$ cat src/rtl/hpmc_consts.vh
// Register offsets, field positions and reset values of the port map block
`ifndef HPMC_CONSTS_VH
`define HPMC_CONSTS_VH
// Register indices, one aligned word each
`define HPMC_IDX_CBT           8'h08
`define HPMC_IDX_FIXED         8'h09
`define HPMC_IDX_SP_OFF        8'h0A
`define HPMC_IDX_BP_OFF        8'h0B
`define HPMC_IDX_REMAP         8'hFB
`define HPMC_IDX_STATUS        8'h10
// Byte addresses, four times the index
`define HPMC_OFF_CBT           12'h020
`define HPMC_OFF_FIXED         12'h024
`define HPMC_OFF_SP_OFF        12'h028
`define HPMC_OFF_BP_OFF        12'h02C
`define HPMC_OFF_REMAP         12'h3EC
`define HPMC_OFF_STATUS        12'h040
`define HPMC_CBT_STRING_BIT    0
`define HPMC_CBT_REMAP_BIT     3
`define HPMC_CBT_MASK          8'h09
`define HPMC_PORT_MASK         8'h06
`define HPMC_CBT_RST           8'h00
`define HPMC_FIXED_RST         8'h00
`define HPMC_SP_OFF_RST        8'h00
`define HPMC_BP_OFF_RST        8'h00
`define HPMC_REMAP_RST         8'h21
`endif

$ cat src/rtl/hpmc_port_numbering.v
// Port number assignment for the two downstream ports
`timescale 1ns/1ps
module hpmc_port_numbering (
	input  wire       remap_mode,     // Remap mode selected
	input  wire [1:0] port_off,       // Ports 2,1 disabled
	input  wire [7:0] remap_table,    // Logical number of port 1 [1:0], 2 [5:4]
	output reg  [1:0] port_active,    // Ports 2,1 enabled
	output reg  [1:0] port_count,     // Count of enabled ports
	output reg  [1:0] port1_number,   // Number reported for port 1, 0 off
	output reg  [1:0] port2_number    // Number reported for port 2, 0 off
);
	// Contiguous or table driven numbering
	always @*
	begin
		port_active = ~port_off;
		port_count  = {1'b0, port_active[0]} + {1'b0, port_active[1]};
		if (remap_mode)
		begin
			port1_number = remap_table[1:0];
			port2_number = remap_table[5:4];
			port_active  = {|remap_table[5:4], |remap_table[1:0]};
			port_count   = {1'b0, port_active[0]} + {1'b0, port_active[1]};
		end
		else
		begin
			port1_number = port_active[0] ? 2'd1 : 2'd0;
			port2_number = port_active[1] ?
				(port_active[0] ? 2'd2 : 2'd1) : 2'd0;
		end
	end
endmodule // hpmc_port_numbering

$ cat src/rtl/hpmc_port_map_config.v
// Port map configuration registers of a two-port hub, APB slave
// Overview of operation
// - Config byte three bit 3 selects numbering method, reset zero is standard.
// - Standard mode reports port n as n, renumbering past disabled ports.
// - Standard mode enables come from straps or port-disable registers, reset zero.
// - Remap select one takes numbering from the separate remap register.
// - Config byte three bit 0 enables string descriptors, default disabled.
// - Fixed-device register bits 1 and 2 mark ports non-removable, reset zero.
// - Hub reports which active ports carry non-removable devices.
// - Internal default takes fixed-device flags from two strap pins.
// - Self-powered standard mode disables ports set in self-power disable register.
// - Standard mode: any disable combination gives correct count and reordered active ports.
// - Self-power disable bit 1 is port 1, bit 2 port 2, reset zero.
// - Internal default takes disabled ports from two strap pins.
// - Bus-powered standard mode uses bus-power disable register, same layout.
`timescale 1ns/1ps
`include "hpmc_consts.vh"
module hpmc_port_map_config (
	input  wire        core_clk,            // 25 MHz clock
	input  wire        resetn,              // Async reset, active low
	input  wire        psel,                // APB select
	input  wire        penable,             // APB access phase
	input  wire        pwrite,              // APB write
	input  wire [11:0] paddr,               // APB byte address
	input  wire [31:0] pwdata,              // APB write data
	output wire        pready,              // APB ready, always one
	output reg  [31:0] prdata,              // APB read data
	output wire        pslverr,             // APB error on unmapped address
	input  wire        use_default_config,  // Internal default option
	input  wire        self_powered,        // Self-powered operation
	input  wire [1:0]  fixed_device_straps, // Strap: ports 2,1 non-removable
	input  wire [1:0]  port_off_straps,     // Strap: ports 2,1 disabled
	output reg         string_enable,       // String descriptors on
	output reg  [1:0]  port_active,         // Ports 2,1 enabled
	output reg  [1:0]  port_count,          // Enabled port count to host
	output reg  [1:0]  port1_number,        // Host number of port 1
	output reg  [1:0]  port2_number,        // Host number of port 2
	output reg  [1:0]  fixed_device_ports   // Active non-removable ports 2,1
);
	reg  [7:0] cbt_r;
	reg  [7:0] fixed_r;
	reg  [7:0] sp_off_r;
	reg  [7:0] bp_off_r;
	reg  [7:0] remap_r;
	wire       wr_en;
	wire       rd_en;
	reg        addr_ok;
	wire       remap_mode;
	reg  [1:0] port_off;
	wire [1:0] fixed_sel;
	wire [1:0] act_w;
	wire [1:0] cnt_w;
	wire [1:0] num1_w;
	wire [1:0] num2_w;

	// Address decode
	always @*
	begin
		if (paddr == `HPMC_OFF_CBT)
			addr_ok = 1'b1;
		else if (paddr == `HPMC_OFF_FIXED)
			addr_ok = 1'b1;
		else if (paddr == `HPMC_OFF_SP_OFF)
			addr_ok = 1'b1;
		else if (paddr == `HPMC_OFF_BP_OFF)
			addr_ok = 1'b1;
		else if (paddr == `HPMC_OFF_REMAP)
			addr_ok = 1'b1;
		else if (paddr == `HPMC_OFF_STATUS)
			addr_ok = 1'b1;
		else
			addr_ok = 1'b0;
	end

	// Zero-wait APB handshake
	assign pready  = 1'b1;
	assign pslverr = psel & penable & ~addr_ok;
	assign wr_en   = psel & penable & pwrite & addr_ok;
	assign rd_en   = psel & ~penable & ~pwrite;

	// Register writes, reserved bits masked
	always @(posedge core_clk or negedge resetn)
	begin
		if (!resetn)
		begin
			cbt_r    <= `HPMC_CBT_RST;
			fixed_r  <= `HPMC_FIXED_RST;
			sp_off_r <= `HPMC_SP_OFF_RST;
			bp_off_r <= `HPMC_BP_OFF_RST;
			remap_r  <= `HPMC_REMAP_RST;
		end
		else if (wr_en)
		begin
			if (paddr == `HPMC_OFF_CBT)
				cbt_r <= pwdata[7:0] & `HPMC_CBT_MASK;
			else if (paddr == `HPMC_OFF_FIXED)
				fixed_r <= pwdata[7:0] & `HPMC_PORT_MASK;
			else if (paddr == `HPMC_OFF_SP_OFF)
				sp_off_r <= pwdata[7:0] & `HPMC_PORT_MASK;
			else if (paddr == `HPMC_OFF_BP_OFF)
				bp_off_r <= pwdata[7:0] & `HPMC_PORT_MASK;
			else if (paddr == `HPMC_OFF_REMAP)
				remap_r <= pwdata[7:0];
		end
	end

	assign remap_mode = cbt_r[`HPMC_CBT_REMAP_BIT];

	// Disabled port source: straps, or register by power mode
	always @*
	begin
		if (use_default_config)
			port_off = port_off_straps;
		else if (self_powered)
			port_off = sp_off_r[2:1];
		else
			port_off = bp_off_r[2:1];
	end

	assign fixed_sel = use_default_config ? fixed_device_straps
		: fixed_r[2:1];

	// Numbering of enabled ports
	hpmc_port_numbering u_numbering (
		.remap_mode  (remap_mode),
		.port_off    (port_off),
		.remap_table (remap_r),
		.port_active (act_w),
		.port_count  (cnt_w),
		.port1_number(num1_w),
		.port2_number(num2_w)
	);

	// Registered host-facing view
	always @(posedge core_clk or negedge resetn)
	begin
		if (!resetn)
		begin
			string_enable      <= 1'b0;
			port_active        <= 2'b00;
			port_count         <= 2'b00;
			port1_number       <= 2'b00;
			port2_number       <= 2'b00;
			fixed_device_ports <= 2'b00;
		end
		else
		begin
			string_enable      <= cbt_r[`HPMC_CBT_STRING_BIT];
			port_active        <= act_w;
			port_count         <= cnt_w;
			port1_number       <= num1_w;
			port2_number       <= num2_w;
			fixed_device_ports <= fixed_sel & act_w;
		end
	end

	// Read data captured in setup cycle
	always @(posedge core_clk or negedge resetn)
	begin
		if (!resetn)
			prdata <= 32'h00000000;
		else if (rd_en)
		begin
			if (paddr == `HPMC_OFF_CBT)
				prdata <= {24'h000000, cbt_r};
			else if (paddr == `HPMC_OFF_FIXED)
				prdata <= {24'h000000, fixed_r};
			else if (paddr == `HPMC_OFF_SP_OFF)
				prdata <= {24'h000000, sp_off_r};
			else if (paddr == `HPMC_OFF_BP_OFF)
				prdata <= {24'h000000, bp_off_r};
			else if (paddr == `HPMC_OFF_REMAP)
				prdata <= {24'h000000, remap_r};
			else if (paddr == `HPMC_OFF_STATUS)
				prdata <= {22'h000000, fixed_device_ports,
					port_count, port2_number, port1_number,
					port_active};
			else
				prdata <= 32'h00000000;
		end
	end
endmodule // hpmc_port_map_config

$ cat config.mk
export PLATFORM = sky130hd
export DESIGN_NAME = hpmc_port_map_config
export DESIGN_NICKNAME = d
export VERILOG_FILES = /design/src/rtl/hpmc_port_numbering.v /design/src/rtl/hpmc_port_map_config.v
export VERILOG_INCLUDE_DIRS = /design/src /design/src/rtl
export SDC_FILE = /design/constraint.sdc
export NUM_CORES = 1
export LEC_CHECK = 0
export BUFFER_PORTS_ARGS = -buffer_cell sky130_fd_sc_hd__buf_2
export CAP_MARGIN = 20
export CORE_MARGIN = 1
export CORE_UTILIZATION = 49
export DETAILED_ROUTE_END_ITERATION = 7
export GPL_TIMING_DRIVEN = 0
export HOLD_SLACK_MARGIN = 0.08
export PLACE_DENSITY_LB_ADDON = 0.1
export REMOVE_ABC_BUFFERS = 1
export SLEW_MARGIN = 5
export SYNTH_ARGS = -nofsm -noshare
export SYNTH_HDL_FRONTEND = slang
export SYNTH_SLANG_ARGS = --single-unit
$ cat constraint.sdc
create_clock -name core_clk -period 2.51 [get_ports core_clk]
set_input_delay 0.251 -clock core_clk [delete_from_list [all_inputs] [get_ports core_clk]]
set_output_delay 0.251 -clock core_clk [all_outputs]
set_load 0.02 [all_outputs]
# Word-level counts from Yosys, hierarchy flattened
# Cells that the tools add are included.
word_totals:
  regBits: 59
  inputBits: 55
  word_cells: 64
classes:
  bitwise_logic: 15
  eq_ne: 6
  mux: 22
  addsub: 2
  reduce_logical: 7
op_table:
  columns: ["op", "count"]
  rows:
  - ["$mux 10", 6]
  - ["$eq 12x6->1 const B", 4]
  - ["$mux 2", 9]
  - ["$eq 12x10->1 const B", 1]
  - ["$eq 12x7->1 const B", 1]
  - ["$mux 1", 7]
  - ["$not 1->1", 7]
  - ["$and 1x1->1", 6]
  - ["$reduce_and 6->1", 1]
  - ["$reduce_and 5->1", 1]
  - ["$add 1x1->2", 2]
  - ["$reduce_and 4->1", 1]
  - ["$reduce_or 2->1", 2]
  - ["$reduce_and 3->1", 1]
  - ["$and 2x2->2", 1]
  - ["$not 2->2", 1]
  - ["$reduce_and 2->1", 1]

# Depth between registers and ports, before layout
logic_depth:
  depth_word: 9
  depth_mapped: 6

# Cells and area by module
# From an unflattened synthesis, not the netlist that was laid out.
hier_totals:
  cells_unflattened: 200
  hier_area_um2: 2072.0
modules_own_cells:
  columns: ["module", "seq_area_each_um2", "n_inst", "area_each_um2", "cells_each"]
  rows:
  - ["hpmc_port_map_config", 928.4, 1, 1919.3, 178]
  - ["hpmc_port_numbering", 0.0, 1, 152.6, 22]

# Least setup slack after synthesis
# OpenSTA, ideal clock, no wires.
synth_path:
  kind: "input-to-reg"
  startpoint: "input port paddr[1]"
  endpoint: "register cbt_r[0]"
  arrival_time_ns: 1.716
  setup_time_ns: 0.127
  stages: 4
  path_slack_ns: 0.666
  path_buffers: 0
  path_cell_list: "or4_4 nor4_4 and3b_1 mux2_1"
synth_between:
  elab_chain_len: 9
  elab_cells_between_ends: 14
synth_lines:
  columns: ["item", "line_no", "rtl"]
  rows:
  - ["start: declaration", "hpmc_port_map_config.v:24", "input wire [11:0] paddr,"]
  - ["$eq 12x7->1 (no source line)", null, null]
  - ["$mux 1", "hpmc_port_map_config.v:69", "else if (paddr == `HPMC_OFF_STATUS)"]
  - ["$mux 1", "hpmc_port_map_config.v:67", "else if (paddr == `HPMC_OFF_REMAP)"]
  - ["$mux 1", "hpmc_port_map_config.v:65", "else if (paddr == `HPMC_OFF_BP_OFF)"]
  - ["$mux 1", "hpmc_port_map_config.v:63", "else if (paddr == `HPMC_OFF_SP_OFF)"]
  - ["$mux 1", "hpmc_port_map_config.v:61", "else if (paddr == `HPMC_OFF_FIXED)"]
  - ["$mux 1", "hpmc_port_map_config.v:59", "if (paddr == `HPMC_OFF_CBT)"]
  - ["$and 1x1->1", "hpmc_port_map_config.v:78", "assign wr_en = psel & penable & pwrite & addr_ok;"]
  - ["$reduce_and 2->1 (no source line) *", null, null]
  - ["end signal: assignment", "hpmc_port_map_config.v:86", "cbt_r <= `HPMC_CBT_RST;"]
  - ["end signal: assignment", "hpmc_port_map_config.v:95", "cbt_r <= pwdata[7:0] & `HPMC_CBT_MASK;"]
  - ["end: declaration", "hpmc_port_map_config.v:40", "reg [7:0] cbt_r;"]
# Every way passes the cells marked *; elsewhere a longest branch is shown, timed or not.
# A chain may end at the register's enable or synchronous reset.

# Final worst setup path
layout_path:
  startpoint: "input port paddr[1]"
  endpoint: "register remap_r[2]"
layout_between:
  elab_chain_len: 9
  elab_cells_between_ends: 18
layout_lines:
  columns: ["item", "line_no", "rtl"]
  rows:
  - ["$eq 12x7->1 (no source line)", null, null]
  - ["$mux 1", "hpmc_port_map_config.v:69", null]
  - ["$mux 1", "hpmc_port_map_config.v:67", null]
  - ["$mux 1", "hpmc_port_map_config.v:65", null]
  - ["$mux 1", "hpmc_port_map_config.v:63", null]
  - ["$mux 1", "hpmc_port_map_config.v:61", null]
  - ["$mux 1", "hpmc_port_map_config.v:59", null]
  - ["$and 1x1->1", "hpmc_port_map_config.v:78", null]
  - ["$reduce_and 6->1 (no source line) *", null, null]
  - ["end signal: assignment", "hpmc_port_map_config.v:90", "remap_r <= `HPMC_REMAP_RST;"]
  - ["end signal: assignment", "hpmc_port_map_config.v:103", "remap_r <= pwdata[7:0];"]
  - ["end: declaration", "hpmc_port_map_config.v:44", "reg [7:0] remap_r;"]
# Marks and branches as above.

==> out/qor.txt <==
CP required: 2.68 ns
DRT iter0 DRCs: 50
# setup viols final: 0
RSZ-0062 raised after global routing: no
Max-cap violations: 0
DR WL met3: 183 microns
DP HPWL: 2990 microns
Worst skew pair latency: 0.28 ns
CTS buffer count: 5
Worst slew margin: 0.370
Gpl congestion: 0.773
Leakage: 1.19 nW
Worst reg-to-reg setup slack: 0.94 ns
Status: complete, no violations
Synth cell types: 37
Simple-gate portion of the synthesized area: 0.171
Post-synthesis mux area share: 0.130
Final ANT Viol Nets: 0
# rows: 22
Final net count: 293
DR pass1 iterations: 4
Biggest regs: prdata (10), remap_r (8)
N_diodes: 0
Post-synth EDFFs: 0
Synth-to-Final Area Change: 16.4%
Total gr overflow: 0
Adder-cell share of the synthesized area: 0.0193
Synth Register Bits: 37
Non-filler cells, final: 284
Fmax: 416 MHz
Die width: 65.1 microns
XOR/XNOR Fraction of Synth Area: 0
Drt via density: 5.08
Clk buf depth: 2
Worst-path clk slew: 0.07 ns
CTS tree: built
Setup ws final: 0.104 ns
Place WS: -0.218 ns
Period utilization: 0.959
Compound-cell area share of the yosys netlist: 0.0822
Inst Count DP: 274
Share of post-route cells with drive strength above 1: 0.318
Top-Level Pins: 100
Design Area, Final: 2270 sq um
PortBufs: 52
Reg with most FFs: prdata
Setup CP Type: input pin to flip-flop
Synth Area per Inst: 10.7 sq um
Synthesis warning total: 0
Post-synthesis cell area: 1950 sq um
Cells after Synth: 183
Vias in the first global route: 1426
Top_reg_cell synth: dfrtp_1
Top routing layer in use: met4
Number of antenna violations at the first check in global routing: 0
R2R depth: 5
Final number of max-transition violations: 0
Die height: 65.1 microns
Die area: 4230 sq um
Largest family of logic cells by synthesized area: simple AND/OR/NAND/NOR gates
DRC: 0
Max reg flops: 10
Core region area: 3740 sq um
First-pass GRT wire length: 6490 microns
Placed cell area: 2150 sq um
Crit path DAT: 2.57 ns
Fin. Hold Viols: 0
Most frequent cells in the layout: 52 x buf_2, 35 x dfrtp_1, 23 x conb_1, 17 x nor2_1, 15 x mux2_1
All-Layer GR Usage: 0.207
Initial Util: 0.521
Post-cts sizing count: 0
Peak supply drop: 0.288 mV
# H-tree levels: 2
Post-synth ARST share: 1.00
Commonest non-fill, non-tap cell in the layout: buf_2
WL final: 3940 microns
Final clock skew: 0.00674 ns
Hold depth: 2
Sequential-to-total area share from yosys stat: 0.476
Slew @ Worst Pin: 0.941 ns
Clock sink count: 37
Min Clock Period, post-route: 2.41 ns
Met2 Wirelength: 2030 microns
Final setup TNS: 0 ns
Setup crit start kind: input pin
Metal-1 WL: 1690 microns
Vias: 1442
P per Cell Area: 562 nW/um^2
Crit. End Element: flip-flop
Worst Hold Class: input pin to flip-flop
Largest net degree at the start of global routing: 38
Routed len/inst: 13.9 microns
Clock root buffer master: clkbuf_8
Hold WS: 0.184 ns
Worst-path maximum fanout: 8
[cell usage after synthesis, types with 3 or more instances]
library cell,number,share of area
mux2_2,3,0.017
a221oi_1,4,0.018
nand2_1,12,0.023
clkbuf_1,5,0.0096
ha_1,3,0.019
nor2_1,17,0.033
a31oi_1,6,0.019
dfrtp_1,35,0.45
inv_1,6,0.012
a22oi_1,4,0.015
a21oi_1,6,0.015
mux2i_1,5,0.026
mux2_1,15,0.087
nand3_1,3,0.0077
buf_2,3,0.0077
buf_4,23,0.089
[per-layer routing]
metal | global-route usage | up-vias
li1 | - | 699
met1 | 0.244 | 691
met5 | 0 | -
met2 | 0.366 | 47
met3 | 0.0458 | 5
met4 | 0.0734 | 0
[cell type report]
cell class / instances / area [sq um]
Clock buffer: 6 / 82.6
Clock inverter: 2 / 13.8
Fill cell: 326 / 1480
Inverter: 6 / 22.5
Multi-Input combinational cell: 130 / 876
Sequential cell: 37 / 928
Tap cell: 48 / 60.1
Timing Repair Buffer: 55 / 285
[cells by family after synthesis]
family / count (synthesis)
AO/OA/AOI/OAI: 24
adder cells (fa/ha/maj): 3
buffers and inverters: 37
flip-flops: 37
multiplexers: 23
other: 2
AND/OR/NAND/NOR: 57
[report_power, final]
group | internal (W) | switching [W] | total (W)
registers | 0.000626 | 0.0000146 | 0.000640
logic | 0.0000673 | 0.000140 | 0.000207
clock network | 0.000222 | 0.000205 | 0.000428
[stage by stage]
step | utilization | total power (W)
after floorplan | - | 0.000770
after global placement | 0.572 | 0.000853
after detailed placement | 0.576 | 0.000859
after CTS | 0.604 | 0.00129
after global routing | 0.606 | 0.00134
final | 0.606 | 0.00127
[path summary, 6_finish.rpt]
check	startpoint	end
hold reg to reg	cbt_r[0]	string_enable
setup reg to reg	sp_off_r[1]	port2_number[0]
setup / recovery	paddr[1]	remap_r[2]
hold / removal	pwdata[4]	remap_r[4]
min in group asynchronous	resetn	prdata[3]
max in group asynchronous	resetn	prdata[1]
[timing repair]
item,CTS,global route
setup buffers,0,0
hold buffers,1,0
endpoints found under the hold margin,25,0
[worst max-delay path, cell delays in order]
cell    delay (ns)
buf_2         0.10
or4_4         0.58
nor3_1        0.59
buf_4         0.27
and2_1        0.41
mux2_1        0.36
(Power assumes the default switching activity.)
